File: src/verilog/tefi_pkg.sv
package tefi_pkg;
  // register byte offsets (normal region); alias address is 0x100 + (offset/4)*32 + bit number
  localparam logic [7:0] TEFI_OFF_CNT_STAT = 8'h00;
  localparam logic [7:0] TEFI_OFF_CMP_STAT = 8'h04;
  localparam logic [7:0] TEFI_OFF_CAP_STAT = 8'h08;
  localparam logic [7:0] TEFI_OFF_WAVE_IRQ = 8'h0C;
  localparam logic [7:0] TEFI_OFF_IRQ_MASK = 8'h10;
  localparam logic [7:0] TEFI_OFF_CYCLE0 = 8'h14;
  localparam logic [7:0] TEFI_OFF_CYCLE1 = 8'h18;
  localparam logic [7:0] TEFI_OFF_CYCLE2 = 8'h1C;
  localparam logic [7:0] TEFI_OFF_CMP_BASE = 8'h20;
  localparam logic [7:0] TEFI_OFF_CMP_SEL = 8'h38;
  // address bit selecting the alias region
  localparam int TEFI_ALIAS_BIT = 8;
  // layout of counter status: per channel c: flag zero 4c, zero en 4c+1, peak 4c+2, peak en 4c+3
  localparam int TEFI_CNT_STRIDE = 4;
  // compare status: flag bit 2k, enable bit 2k+1 for channel k
  // capture status: flag bit 2k, enable bit 2k+1 for channel k
  // wave irq: bit0 shutdown, bits 3:1 wave timers
  localparam int TEFI_NCNT = 3;
  localparam int TEFI_NCMP = 6;
  localparam int TEFI_NCAP = 4;
  localparam int TEFI_NWAVE = 3;
  localparam logic [15:0] TEFI_ZERO_COUNT = 16'h0000;
  localparam logic [15:0] TEFI_CYCLE_RST = 16'hFFFF;
  localparam logic [31:0] TEFI_MASK_RST = 32'h0000_0000;
  typedef struct packed {
    logic [TEFI_NCNT-1:0] zero;
    logic [TEFI_NCNT-1:0] peak;
    logic [TEFI_NCMP-1:0] cmp;
    logic [TEFI_NCAP-1:0] cap;
    logic shut;
    logic [TEFI_NWAVE-1:0] wave;
  } tefi_evt_s;
endpackage

File: src/verilog/tefi_top.sv
// Functional notes
// - a read that is part of an alias read-modify-write returns 1 in every event flag bit.
// - alias writes and normal writes with a byte select off are read-modify-write; full-width normal writes never mask.
// - an alias write reads the register, replaces one bit and writes it all back, so other flags stay.
// - a read through the alias region returns the true unmasked value.
// - each of three counters sets a zero flag at count 0x0000, interrupt while flag and enable are set.
// - each of three counters sets a peak flag at its cycle setting, gated by its own enable.
// - each of six compare channels sets a match flag when its counter equals its compare value.
// - each of four capture channels sets an edge flag on a valid edge, gated by its enable.
// - shutdown and wave timer flags have no enable and always drive their interrupt.
// - the shutdown input sets the shutdown flag which raises the shutdown interrupt.
// - three wave timer completion flags each drive their own interrupt.
// - writing 0 clears a flag, writing 1 does nothing, reads show whether the event occurred.
// - each enabled interrupt is flag AND enable, and the enable is freely read and written.
//
// Decided for this implementation: the Wishbone register port and the placing of the registers.
module tefi_top
  import tefi_pkg::*;
(
  input wire logic clk_i,
  input wire logic rst_i,
  input wire logic wb_cyc_i,
  input wire logic wb_stb_i,
  input wire logic wb_we_i,
  input wire logic [8:0] wb_adr_i,
  input wire logic [3:0] wb_sel_i,
  input wire logic [31:0] wb_dat_i,
  output logic [31:0] wb_dat_o,
  output logic wb_ack_o,
  input wire logic [47:0] free_running_counter_i,
  input wire logic [TEFI_NCAP-1:0] capture_edge_i,
  input wire logic shutdown_i,
  input wire logic [TEFI_NWAVE-1:0] wave_done_i,
  output logic [TEFI_NCNT-1:0] zero_irq_o,
  output logic [TEFI_NCNT-1:0] peak_irq_o,
  output logic [TEFI_NCMP-1:0] cmp_irq_o,
  output logic [TEFI_NCAP-1:0] cap_irq_o,
  output logic shutdown_irq_o,
  output logic [TEFI_NWAVE-1:0] wave_irq_o,
  output logic irq_o
);
  tefi_evt_s flag_ff;
  tefi_evt_s nxt_flag;
  tefi_evt_s evt;
  tefi_evt_s clr;
  tefi_evt_s en_ff;
  tefi_evt_s nxt_en;
  logic [15:0] cycle_ff [TEFI_NCNT];
  logic [15:0] cmpval_ff [TEFI_NCMP];
  logic [1:0] cmpsel_ff [TEFI_NCMP];
  logic [31:0] mask_ff;
  logic [TEFI_NCAP-1:0] cap_s1_ff;
  logic [TEFI_NCAP-1:0] cap_s2_ff;
  logic [TEFI_NCAP-1:0] cap_s3_ff;
  logic shut_s1_ff;
  logic shut_s2_ff;
  logic [TEFI_NWAVE-1:0] wave_s1_ff;
  logic [TEFI_NWAVE-1:0] wave_s2_ff;
  logic req;
  logic alias_acc;
  logic [7:0] off;
  logic [4:0] bitsel;
  logic [31:0] rd_true;
  logic [31:0] rd_flagmask;
  logic [31:0] wr_val;
  logic [31:0] wr_strobe;
  logic [15:0] cnt [TEFI_NCNT];

  assign req = wb_cyc_i && wb_stb_i && !wb_ack_o;
  assign alias_acc = wb_adr_i[TEFI_ALIAS_BIT];
  // alias: adr[7:5] picks the word, adr[4:0] the bit in it
  assign off = alias_acc ? {3'b000, wb_adr_i[7:5], 2'b00} : {wb_adr_i[7:2], 2'b00};
  assign bitsel = {wb_adr_i[4:0]};
  assign wr_strobe = {{8{wb_sel_i[3]}}, {8{wb_sel_i[2]}}, {8{wb_sel_i[1]}}, {8{wb_sel_i[0]}}};

  // input synchronisers
  always_ff @(posedge clk_i) begin
    if (rst_i) begin
      cap_s1_ff <= '0;
      cap_s2_ff <= '0;
      cap_s3_ff <= '0;
      shut_s1_ff <= 1'b0;
      shut_s2_ff <= 1'b0;
      wave_s1_ff <= '0;
      wave_s2_ff <= '0;
    end else begin
      cap_s1_ff <= capture_edge_i;
      cap_s2_ff <= cap_s1_ff;
      cap_s3_ff <= cap_s2_ff;
      shut_s1_ff <= shutdown_i;
      shut_s2_ff <= shut_s1_ff;
      wave_s1_ff <= wave_done_i;
      wave_s2_ff <= wave_s1_ff;
    end
  end

  // event detection
  always_comb begin
    evt = '0;
    for (int c = 0; c < TEFI_NCNT; c++) begin
      cnt[c] = free_running_counter_i[c*16 +: 16];
      evt.zero[c] = (cnt[c] == TEFI_ZERO_COUNT);
      evt.peak[c] = (cnt[c] == cycle_ff[c]);
    end
    for (int k = 0; k < TEFI_NCMP; k++) begin
      evt.cmp[k] = (free_running_counter_i[cmpsel_ff[k]*16 +: 16] == cmpval_ff[k]);
    end
    evt.cap = cap_s2_ff & ~cap_s3_ff;
    evt.shut = shut_s2_ff;
    evt.wave = wave_s2_ff;
  end

  // true register images
  function automatic logic [31:0] image(input logic [7:0] a, input tefi_evt_s f, input tefi_evt_s e, input logic m);
    logic [31:0] v;
    v = '0;
    case (a)
      TEFI_OFF_CNT_STAT: begin
        for (int c = 0; c < TEFI_NCNT; c++) begin
          v[c*TEFI_CNT_STRIDE] = f.zero[c] | m;
          v[c*TEFI_CNT_STRIDE+1] = e.zero[c];
          v[c*TEFI_CNT_STRIDE+2] = f.peak[c] | m;
          v[c*TEFI_CNT_STRIDE+3] = e.peak[c];
        end
      end
      TEFI_OFF_CMP_STAT: begin
        for (int k = 0; k < TEFI_NCMP; k++) begin
          v[2*k] = f.cmp[k] | m;
          v[2*k+1] = e.cmp[k];
        end
      end
      TEFI_OFF_CAP_STAT: begin
        for (int k = 0; k < TEFI_NCAP; k++) begin
          v[2*k] = f.cap[k] | m;
          v[2*k+1] = e.cap[k];
        end
      end
      TEFI_OFF_WAVE_IRQ: v[TEFI_NWAVE:0] = {f.wave, f.shut} | {(TEFI_NWAVE+1){m}};
      default: v = '0;
    endcase
    return v;
  endfunction

  always_comb begin
    rd_true = image(off, flag_ff, en_ff, 1'b0);
    rd_flagmask = image(off, flag_ff, en_ff, 1'b1);
    if (alias_acc) begin
      wr_val = rd_flagmask;
      wr_val[bitsel] = wb_dat_i[0];
    end else begin
      wr_val = (wb_dat_i & wr_strobe) | ~wr_strobe;
      if (!wb_sel_i[0] || !wb_sel_i[1] || !wb_sel_i[2] || !wb_sel_i[3]) begin
        wr_val = (wb_dat_i & wr_strobe) | (rd_true & ~wr_strobe);
        wr_val = wr_val | (rd_flagmask & ~rd_true & ~wr_strobe);
      end
    end
  end

  // clear and enable decode
  always_comb begin
    clr = '0;
    nxt_en = en_ff;
    if (req && wb_we_i) begin
      case (off)
        TEFI_OFF_CNT_STAT: begin
          for (int c = 0; c < TEFI_NCNT; c++) begin
            clr.zero[c] = !wr_val[c*TEFI_CNT_STRIDE];
            nxt_en.zero[c] = wr_val[c*TEFI_CNT_STRIDE+1];
            clr.peak[c] = !wr_val[c*TEFI_CNT_STRIDE+2];
            nxt_en.peak[c] = wr_val[c*TEFI_CNT_STRIDE+3];
          end
        end
        TEFI_OFF_CMP_STAT: begin
          for (int k = 0; k < TEFI_NCMP; k++) begin
            clr.cmp[k] = !wr_val[2*k];
            nxt_en.cmp[k] = wr_val[2*k+1];
          end
        end
        TEFI_OFF_CAP_STAT: begin
          for (int k = 0; k < TEFI_NCAP; k++) begin
            clr.cap[k] = !wr_val[2*k];
            nxt_en.cap[k] = wr_val[2*k+1];
          end
        end
        TEFI_OFF_WAVE_IRQ: begin
          clr.shut = !wr_val[0];
          clr.wave = ~wr_val[TEFI_NWAVE:1];
        end
        default: clr = '0;
      endcase
    end
    nxt_en.shut = 1'b1;
    nxt_en.wave = '1;
    nxt_flag = (flag_ff & ~clr) | evt;
  end

  always_ff @(posedge clk_i) begin
    if (rst_i) begin
      flag_ff <= '0;
      en_ff <= '0;
    end else begin
      flag_ff <= nxt_flag;
      en_ff <= nxt_en;
    end
  end

  // setting registers
  always_ff @(posedge clk_i) begin
    if (rst_i) begin
      for (int c = 0; c < TEFI_NCNT; c++) cycle_ff[c] <= TEFI_CYCLE_RST;
      for (int k = 0; k < TEFI_NCMP; k++) begin
        cmpval_ff[k] <= TEFI_CYCLE_RST;
        cmpsel_ff[k] <= 2'd0;
      end
      mask_ff <= TEFI_MASK_RST;
    end else if (req && wb_we_i && !alias_acc) begin
      for (int c = 0; c < TEFI_NCNT; c++) begin
        if (off == TEFI_OFF_CYCLE0 + 8'(4*c)) cycle_ff[c] <= wr_val[15:0];
      end
      for (int k = 0; k < TEFI_NCMP; k++) begin
        if (off == TEFI_OFF_CMP_BASE + 8'(4*k)) cmpval_ff[k] <= wr_val[15:0];
      end
      if (off == TEFI_OFF_CMP_SEL) begin
        for (int k = 0; k < TEFI_NCMP; k++) cmpsel_ff[k] <= (wr_val[2*k +: 2] == 2'd3) ? 2'd0 : wr_val[2*k +: 2];
      end
      if (off == TEFI_OFF_IRQ_MASK) mask_ff <= wr_val;
    end
  end

  // bus answer
  always_ff @(posedge clk_i) begin
    if (rst_i) begin
      wb_ack_o <= 1'b0;
      wb_dat_o <= '0;
    end else begin
      wb_ack_o <= req;
      if (req && !wb_we_i) begin
        wb_dat_o <= rd_true;
        for (int c = 0; c < TEFI_NCNT; c++) begin
          if (off == TEFI_OFF_CYCLE0 + 8'(4*c)) wb_dat_o <= {16'h0000, cycle_ff[c]};
        end
        for (int k = 0; k < TEFI_NCMP; k++) begin
          if (off == TEFI_OFF_CMP_BASE + 8'(4*k)) wb_dat_o <= {16'h0000, cmpval_ff[k]};
        end
        if (off == TEFI_OFF_IRQ_MASK) wb_dat_o <= mask_ff;
        if (off == TEFI_OFF_CMP_SEL) begin
          for (int k = 0; k < TEFI_NCMP; k++) wb_dat_o[2*k +: 2] <= cmpsel_ff[k];
        end
      end
    end
  end

  // interrupt lines
  tefi_evt_s line;
  assign line = flag_ff & en_ff;
  always_ff @(posedge clk_i) begin
    if (rst_i) begin
      zero_irq_o <= '0;
      peak_irq_o <= '0;
      cmp_irq_o <= '0;
      cap_irq_o <= '0;
      shutdown_irq_o <= 1'b0;
      wave_irq_o <= '0;
      irq_o <= 1'b0;
    end else begin
      zero_irq_o <= line.zero;
      peak_irq_o <= line.peak;
      cmp_irq_o <= line.cmp;
      cap_irq_o <= line.cap;
      shutdown_irq_o <= flag_ff.shut;
      wave_irq_o <= flag_ff.wave;
      // a mask bit of 1 blocks that line
      irq_o <= |(line & ~mask_ff[$bits(tefi_evt_s)-1:0]);
    end
  end

  AST_CLEAR_ZERO: assert property (@(posedge clk_i) disable iff (rst_i)
    req && wb_we_i && !alias_acc && off == TEFI_OFF_CAP_STAT && wb_sel_i[0] && !wb_dat_i[0] && !evt.cap[0]
    |=> !flag_ff.cap[0]) else $error("write 0 did not clear");
  AST_WRITE_ONE: assert property (@(posedge clk_i) disable iff (rst_i)
    flag_ff.cap[1] && req && wb_we_i && !alias_acc && off == TEFI_OFF_CAP_STAT && wb_dat_i[2]
    |=> flag_ff.cap[1]) else $error("write 1 cleared flag");
  AST_ALIAS_KEEP: assert property (@(posedge clk_i) disable iff (rst_i)
    flag_ff.cap[1] && req && wb_we_i && alias_acc && off == TEFI_OFF_CAP_STAT && bitsel == 5'd0
    |=> flag_ff.cap[1]) else $error("alias write cleared neighbour");
  AST_ALIAS_CLR: assert property (@(posedge clk_i) disable iff (rst_i)
    req && wb_we_i && alias_acc && off == TEFI_OFF_CAP_STAT && bitsel == 5'd0 && !wb_dat_i[0] && !evt.cap[0]
    |=> !flag_ff.cap[0]) else $error("alias write missed target");
  AST_ALIAS_READ: assert property (@(posedge clk_i) disable iff (rst_i)
    req && !wb_we_i && alias_acc && off == TEFI_OFF_CAP_STAT && !flag_ff.cap[0] && !evt.cap[0]
    |=> !wb_dat_o[0]) else $error("alias read masked");
  AST_EVENT_WINS: assert property (@(posedge clk_i) disable iff (rst_i)
    evt.shut |=> flag_ff.shut) else $error("event lost");
  AST_ZERO_SET: assert property (@(posedge clk_i) disable iff (rst_i)
    cnt[0] == 16'h0000 |=> flag_ff.zero[0]) else $error("zero not flagged");
  AST_PEAK_IRQ: assert property (@(posedge clk_i) disable iff (rst_i)
    flag_ff.peak[2] && en_ff.peak[2] |=> peak_irq_o[2]) else $error("peak irq missing");
  AST_SHUT_IRQ: assert property (@(posedge clk_i) disable iff (rst_i)
    shut_s2_ff |=> ##1 shutdown_irq_o) else $error("shutdown irq missing");
  AST_CMP_SET: assert property (@(posedge clk_i) disable iff (rst_i)
    evt.cmp[5] |=> flag_ff.cmp[5]) else $error("compare not flagged");
  AST_CAP_GATE: assert property (@(posedge clk_i) disable iff (rst_i)
    !en_ff.cap[2] |=> !cap_irq_o[2]) else $error("capture irq ungated");
  AST_WAVE_IRQ: assert property (@(posedge clk_i) disable iff (rst_i)
    flag_ff.wave[2] |=> wave_irq_o[2]) else $error("wave irq missing");
  COV_ALIAS_WR: cover property (@(posedge clk_i) req && wb_we_i && alias_acc);
  COV_SHUT: cover property (@(posedge clk_i) shutdown_irq_o);
  COV_RACE: cover property (@(posedge clk_i) evt.zero[0] && clr.zero[0]);
endmodule

File: config.mk
export PLATFORM = sky130hd
export DESIGN_NAME = tefi_top
export DESIGN_NICKNAME = d
export VERILOG_FILES = /design/src/verilog/tefi_pkg.sv /design/src/verilog/tefi_top.sv
export SDC_FILE = /design/constraint.sdc
export NUM_CORES = 1
export LEC_CHECK = 0
export BUFFER_PORTS_ARGS = -buffer_cell sky130_fd_sc_hd__clkbuf_2
export CAP_MARGIN = 20
export CORE_UTILIZATION = 55
export DETAILED_ROUTE_END_ITERATION = 7
export GPL_TIMING_DRIVEN = 1
export PLACE_DENSITY = 0.89
export SYNTH_ARGS = -nofsm -noshare
export SYNTH_HDL_FRONTEND = slang
export SYNTH_SLANG_ARGS = --single-unit
File: constraint.sdc
create_clock -name clk_i -period 2.55 [get_ports clk_i]
set_input_delay 0.3825 -clock clk_i [delete_from_list [all_inputs] [get_ports clk_i]]
set_output_delay 0.3825 -clock clk_i [all_outputs]
set_load 0.01 [all_outputs]
==> metrics.txt, run 1 <==
status=complete, but fails checks; failing checks=design-rule violations, negative setup slack; peak supply drop=around 0.00064 V; cell taking the most area after synthesis=edfxtp_1; top cells by count, synth=nand2_1, edfxtp_1, dfxtp_1, clkbuf_1, nor2_1; GRT Util Overall=between 50 and 60%; Final Setup Violations=1; Seq/Total Area, Yosys=43.0%; Yosys reg bits=roughly 300; highest clock rate=about 400 MHz; Antenna Nets Post-Route=0; required time of the critical path=about 3.0 ns; crit-path leading delay family=compound AO/OA/AOI/OAI gates; CTS tree=yes; number of cells on the worst reg-to-reg path=6; share of layout cells above drive strength 1=24.4%; number of global-route vias before repair=around 17000; port bufs=about 160; fin. max-slew vios=0; reg2reg start=wb_ack_o; Clk Latency, worst-skew pair=between 0.5 and 0.6 ns; Reg-to-Reg End=wb_dat_o[4]; Final Skew=slightly below 0.03 ns; hold violation total from the final report=0; placed cells=2584; largest net degree at the start of global routing=67; Die Wd=~180 µm; Slew headroom=between 40% and 50%; final HPWL from detailed placement=approximately 65 mm; first-pass detailed-route iteration total=8; Critical-path top delay cell=a2111oi_1; Worst Hold Launch=shutdown_i; CP Launch Point=wb_ack_o; Nets=2322; initial antenna violation count=6; # DRC=1; Cell Int Power=~0.0085 W; core area=between 30000 and 40000 µm²; Syn Inst Count=1926; CTS sink count=around 300; crit share post-route=100%; fin cells=about 2600; CTS root buffer=clkbuf_16; initial core utilization=55.7%; die height=between 150 and 200 µm; Area contributors post-synth=edfxtp_1, dfxtp_1, mux2i_1; synthesis warning total=0; fill count=between 2000 and 3000; ys flop type=edfxtp_1; switch share=approximately 28%; power per cell area=approximately 550 nW/µm²; CP peak stage delay=around 0.77 ns; syn_nets=2032; die area=32600 µm²; first-pass GRT wire length=between 100 and 150 mm; Crit. End Element=register; Leak Pwr=between 7 and 8 nW; Syn Std Cell Area=17500 µm²; most frequent cell after synthesis=nand2_1; CP bufs+invs=1; grt total ovfl=0; Hold WC Path Type=in2reg; final WL=85.7 mm; io pins=160; Gate power share=~16%; CP max FO=31; vias per cell=between 7 and 8; WP data arrival=around 3 ns; # rows=65; post-synth top area share=about a quarter; Critical Path, Cell by Cell=or3_1, buf_4, a21oi_1, o211ai_1, a2111oi_1, nor3_1; Post-Syn Area per Cell=approximately 9.1 µm²; min Tclk post-route=approximately 2.6 ns; clock power share=about two fifths; post-synth cell types=between 80 and 90; Net Sw Power=0.00334 W; GPL Wtd Cong=~1.1; CP startpoint kind=register; setup slack, reg-to-reg=-0.01 ns; via count=roughly 19000; reported max-cap violation count=0; Reg clk slew, reported paths=0.06 ns; TritonCTS buffer count=31; wire length per cell=about 32 µm; CP endpoint=wb_dat_o[4]; worst slack, placed=-0.513 ns; number of synthesized flops with an enable pin=156; worst-case clock buffer depth=3; sequential power share=between 40% and 50%; RSZ-0062 raised after global routing=no; Worst-Margin Slew=roughly 0.8 ns; worst hold slack=0.00826 ns; async set-reset flop share out of synthesis=0%; H-Tree Depth=1; PnR worst setup slack=-0.0117 ns; Worst path depth=6; WS Path Type=reg2reg; Iter 0 DRT Violations=around 3200; Hold Buf Count CTS=0; Area Overhead vs Synth=23.5%
## metrics by stage
step	power, W	setup TNS (ns)	util [%]	cell area, µm²
6_report	0.0119	-0.0117	68.8	21700
5_1_grt	0.0121	0	68.8	21700
4_1_cts	0.0117	0	68.8	21600
3_5_place_dp	0.00715	-9.19	65.4	20600
3_3_place_gp	0.00713	-8.92	65.4	20600
2_1_floorplan	0.00623	0	-	17500
## logic make-up (layout without fill, tap and decap cells)
family,Yosys count,after routing,synth area share (%)
and+or+nand+nor,636,636,18.0
AOI/OAI and AO/OA,517,517,20.6
DFF,299,299,43.0
buffers and inverters,228,543,5.22
xor gates and xnor gates,129,129,6.44
muxes,117,117,6.73
other,0,2,0
## cell usage in the layout, fill, tap and decap left out, types with 32 or more instances in the layout
master     instances
xor2_1            60
edfxtp_1         156
clkbuf_2         159
nand3_1           35
nor3_1            33
buf_4            253
a211oi_1          41
o21ai_0           96
nor4_1            43
nand2_1          224
a22oi_1           54
o22ai_1           36
mux2i_1          107
nor2b_1           42
a21oi_1          101
dfxtp_1          143
nand3b_1          32
nor2_1           129
clkbuf_16         32
xnor2_1           69
inv_1             43
## repair_timing
| item | 4_1_cts | 5_1_grt |
|---|---|---|
| setup endpoints to repair | 0 | 4 |
| gates resized for setup | 0 | 5 |
| buffers inserted | 0 | 1 |
## worst min path at each step
| stage | slack, ns | endpoint | depth (start not counted) |
|---|---|---|---|
| after floorplan | 0.41 | flag_ff[1] | 2 |
| after global placement | 0.42 | shut_s2_ff | 1 |
| after detailed placement | 0.43 | cap_s2_ff[3] | 1 |
| after CTS | 0.005 | shut_s1_ff | 2 |
| after global routing | 0.01 | wave_s1_ff[2] | 2 |
| final | 0.008 | shut_s1_ff | 2 |
## routing by layer
| metal | wire length [µm] | track usage, % |
|---|---|---|
| met1 | 30800 | 66.9 |
| met2 | 34600 | 74.3 |
| met3 | 14300 | 20.4 |
| met4 | 5830 | 28.5 |
| met5 | 69 | 0.444 |
## final cells by class
class / instances / area [µm²] / area share [%]
antenna: 2 / 5.00 / 0.0231
clock buffer: 40 / 882 / 4.07
clock inverter: 18 / 170 / 0.785
inverter: 43 / 161 / 0.745
multi-input combinational: 1399 / 9100 / 42.0
sequential: 299 / 7550 / 34.8
tap: 402 / 503 / 2.32
timing repair buffer: 442 / 3290 / 15.2
## sequential cells by signal, indices dropped and copies added (netlist names)
| name | count |
|---|---|
| cap_irq_o | 4 |
| cap_s1_ff | 4 |
| cap_s2_ff | 4 |
| cap_s3_ff | 4 |
| cmp_irq_o | 6 |
| cmpsel_ff | 12 |
| cmpval_ff | 96 |
| cycle_ff | 48 |
| en_ff | 17 |
| flag_ff | 20 |
| irq_o | 1 |
| mask_ff | 32 |
| peak_irq_o | 3 |
| shut_s1_ff | 1 |
| shut_s2_ff | 1 |
| shutdown_irq_o | 1 |
| wave_irq_o | 3 |
| wave_s1_ff | 3 |
| wave_s2_ff | 3 |
| wb_ack_o | 1 |
| wb_dat_o | 32 |
| zero_irq_o | 3 |
## power by group through the flow
stage               Clock, W  Sequential [W]  Combinational, W
floorplan                  0         0.00528          0.000955
global placement           0         0.00531           0.00181
detailed placement         0         0.00532           0.00183
CTS                  0.00466         0.00521           0.00184
global route         0.00484         0.00522           0.00200
finish               0.00470         0.00522           0.00195
## worst reg2reg max path, cell delays in order (launching register included)
cell and delay [ns]:
dfxtp_1 0.37, or3_1 0.47, buf_4 0.30, a21oi_1 0.26
o211ai_1 0.16, a2111oi_1 0.77, nor3_1 0.09
(Power assumes the default switching activity.)
==> run 2: changes to the inputs <==
CORE_MARGIN = 2   (was not set)
HOLD_SLACK_MARGIN = 0.08   (was not set)
==> metrics.txt, run 2 (synthesized netlist as in run 1, its figures left out) <==
Iter 0 DRT Violations=around 3300; Hold WC Path Type=in2reg; highest clock rate=between 400 and 500 MHz; status=finished clean; M3 GR Usage=between 10% and 20%; reg2reg start=wb_ack_o; routing usage on met2=70.8%; GRT Util Overall=roughly 50%; fin area=21800 µm²; grt peak-use layer=met2; required time of the critical path=roughly 3 ns; Leak Pwr=7.93 nW; worst-case clock buffer depth=3; commonest non-fill, non-tap cells in the layout=buf_4, nand2_1, clkbuf_2; first-pass detailed-route iteration total=8; CP max FO=31; Sum Neg Setup Slack=0 ns; port bufs=about 160; min Tclk post-route=2.47 ns; Area Overhead vs Synth=24.2%; largest net degree at the start of global routing=63; CP Launch Point=wb_ack_o; final core occ=between 60 and 70%; crit share post-route=between 90% and 100%; initial antenna violation count=2; H-Tree Depth=1; Nets=~2300; M1 GR Usage=65.0%; final HPWL from detailed placement=roughly 65 mm; reported max-cap violation count=0; Reg clk slew, reported paths=about 0.060 ns; Worst Hold End=wb_dat_o[9]; hold violation total from the final report=0; first-pass GRT wire length=118 mm; wire length per cell=~32 µm; WP data arrival=around 2.9 ns; initial core utilization=around 56%; Die Wd=between 150 and 200 µm; Crit. End Element=register; die height=roughly 180 µm; Clk Latency, worst-skew pair=about 0.6 ns; GPL Wtd Cong=approximately 1.1; worst hold slack=between 0.1 and 0.15 ns; CTS sink count=roughly 300; TritonCTS buffer count=31; via count=roughly 19000; number of global-route vias before repair=about 17000; fill count=approximately 2500; CTS tree=yes; dpl cell area=roughly 20000 µm²; Slew headroom=roughly 17%; die area=approximately 33000 µm²; Most flops, register=cmpval_ff; io pins=160; core area=around 31000 µm²; CTS root buffer=clkbuf_16; Final Skew=about 0.022 ns; most common cell after layout, fill and taps aside=buf_4; Antenna diodes=0; WS Path Type=reg2reg; Reg-to-Reg End=wb_dat_o[4]; share of layout cells above drive strength 1=between 20% and 30%; Antenna Nets Post-Route=0; hold depth=2; Worst-Margin Slew=1.24 ns; grt total ovfl=0; # DRC=0; power per cell area=approximately 560 nW/µm²; setup slack, reg-to-reg=0.08 ns; # rows=65; placed cells=about 2600; Largest register FFs=between 90 and 100; Final Setup Violations=0; fin. max-slew vios=0; number of cells on the worst reg-to-reg path=6; peak supply drop=between 0.0006 and 0.0007 V; biggest regs=cmpval_ff x96, cycle_ff x48; Worst Hold Launch=rst_i; RSZ-0062 raised after global routing=no; vias per cell=between 7 and 8; CP startpoint kind=register; final WL=about 84 mm; fin cells=between 2000 and 3000
## run 2: final cells by class
type                    instances  area [µm²]  share of cell area (%)
flip-flops and latches        299        7550                    34.6
well taps                     402         503                    2.31
repair buffers                455        3360                    15.4
clock inverters                17         265                    1.22
inverters                      43         161                   0.741
clock buffers                  41         857                    3.93
multi-input cells            1399        9090                    41.7
## run 2: power breakdown
part           total, W  leakage (nW)  switching [W]  internal (W)
Clock           0.00499         0.554        0.00200       0.00299
Combinational   0.00192          5.01        0.00119      0.000736
Sequential      0.00522          2.37      0.0000941       0.00513
Total            0.0121          7.93        0.00328       0.00885
## run 2: through the flow
stage	setup WS [ns]	power, W
floorplan	0.0242	0.00623
global placement	-0.937	0.00710
detailed placement	-0.421	0.00712
CTS	0.0397	0.0120
global route	0.0438	0.0123
finish	0.0774	0.0121
## run 2: what timing repair did
item	CTS	global route
hold buffers	8	0
pin swaps	0	0
gates resized for setup	0	2
hold endpoints to repair	8	0
endpoints found under the setup margin	1	2
setup buffers	1	0
## run 2: worst max path at each step
stage,slack [ns],to,cells past startpoint
after floorplan,0.02,cmpval_ff[0][48],6
after global placement,-0.94,flag_ff[11],8
after detailed placement,-0.42,wb_dat_o[6],10
after CTS,0.04,wb_dat_o[6],6
after global routing,0.04,flag_ff[12],8
final,0.08,wb_dat_o[4],6
## run 2: layer usage
layer | share of wire [%] | wire length (µm)
met1 | 37 | 30800
met2 | 41 | 34200
met3 | 15 | 13000
met4 | 7.4 | 6220
met5 | 0.076 | 64
## run 2: worst max-delay path, cell delays in order (launching register included)
cell	delay, ns
dfxtp_1	0.37
or3_1	0.47
buf_4	0.29
a21oi_1	0.23
o211ai_1	0.13
a2111oi_1	0.75
nor3_1	0.09
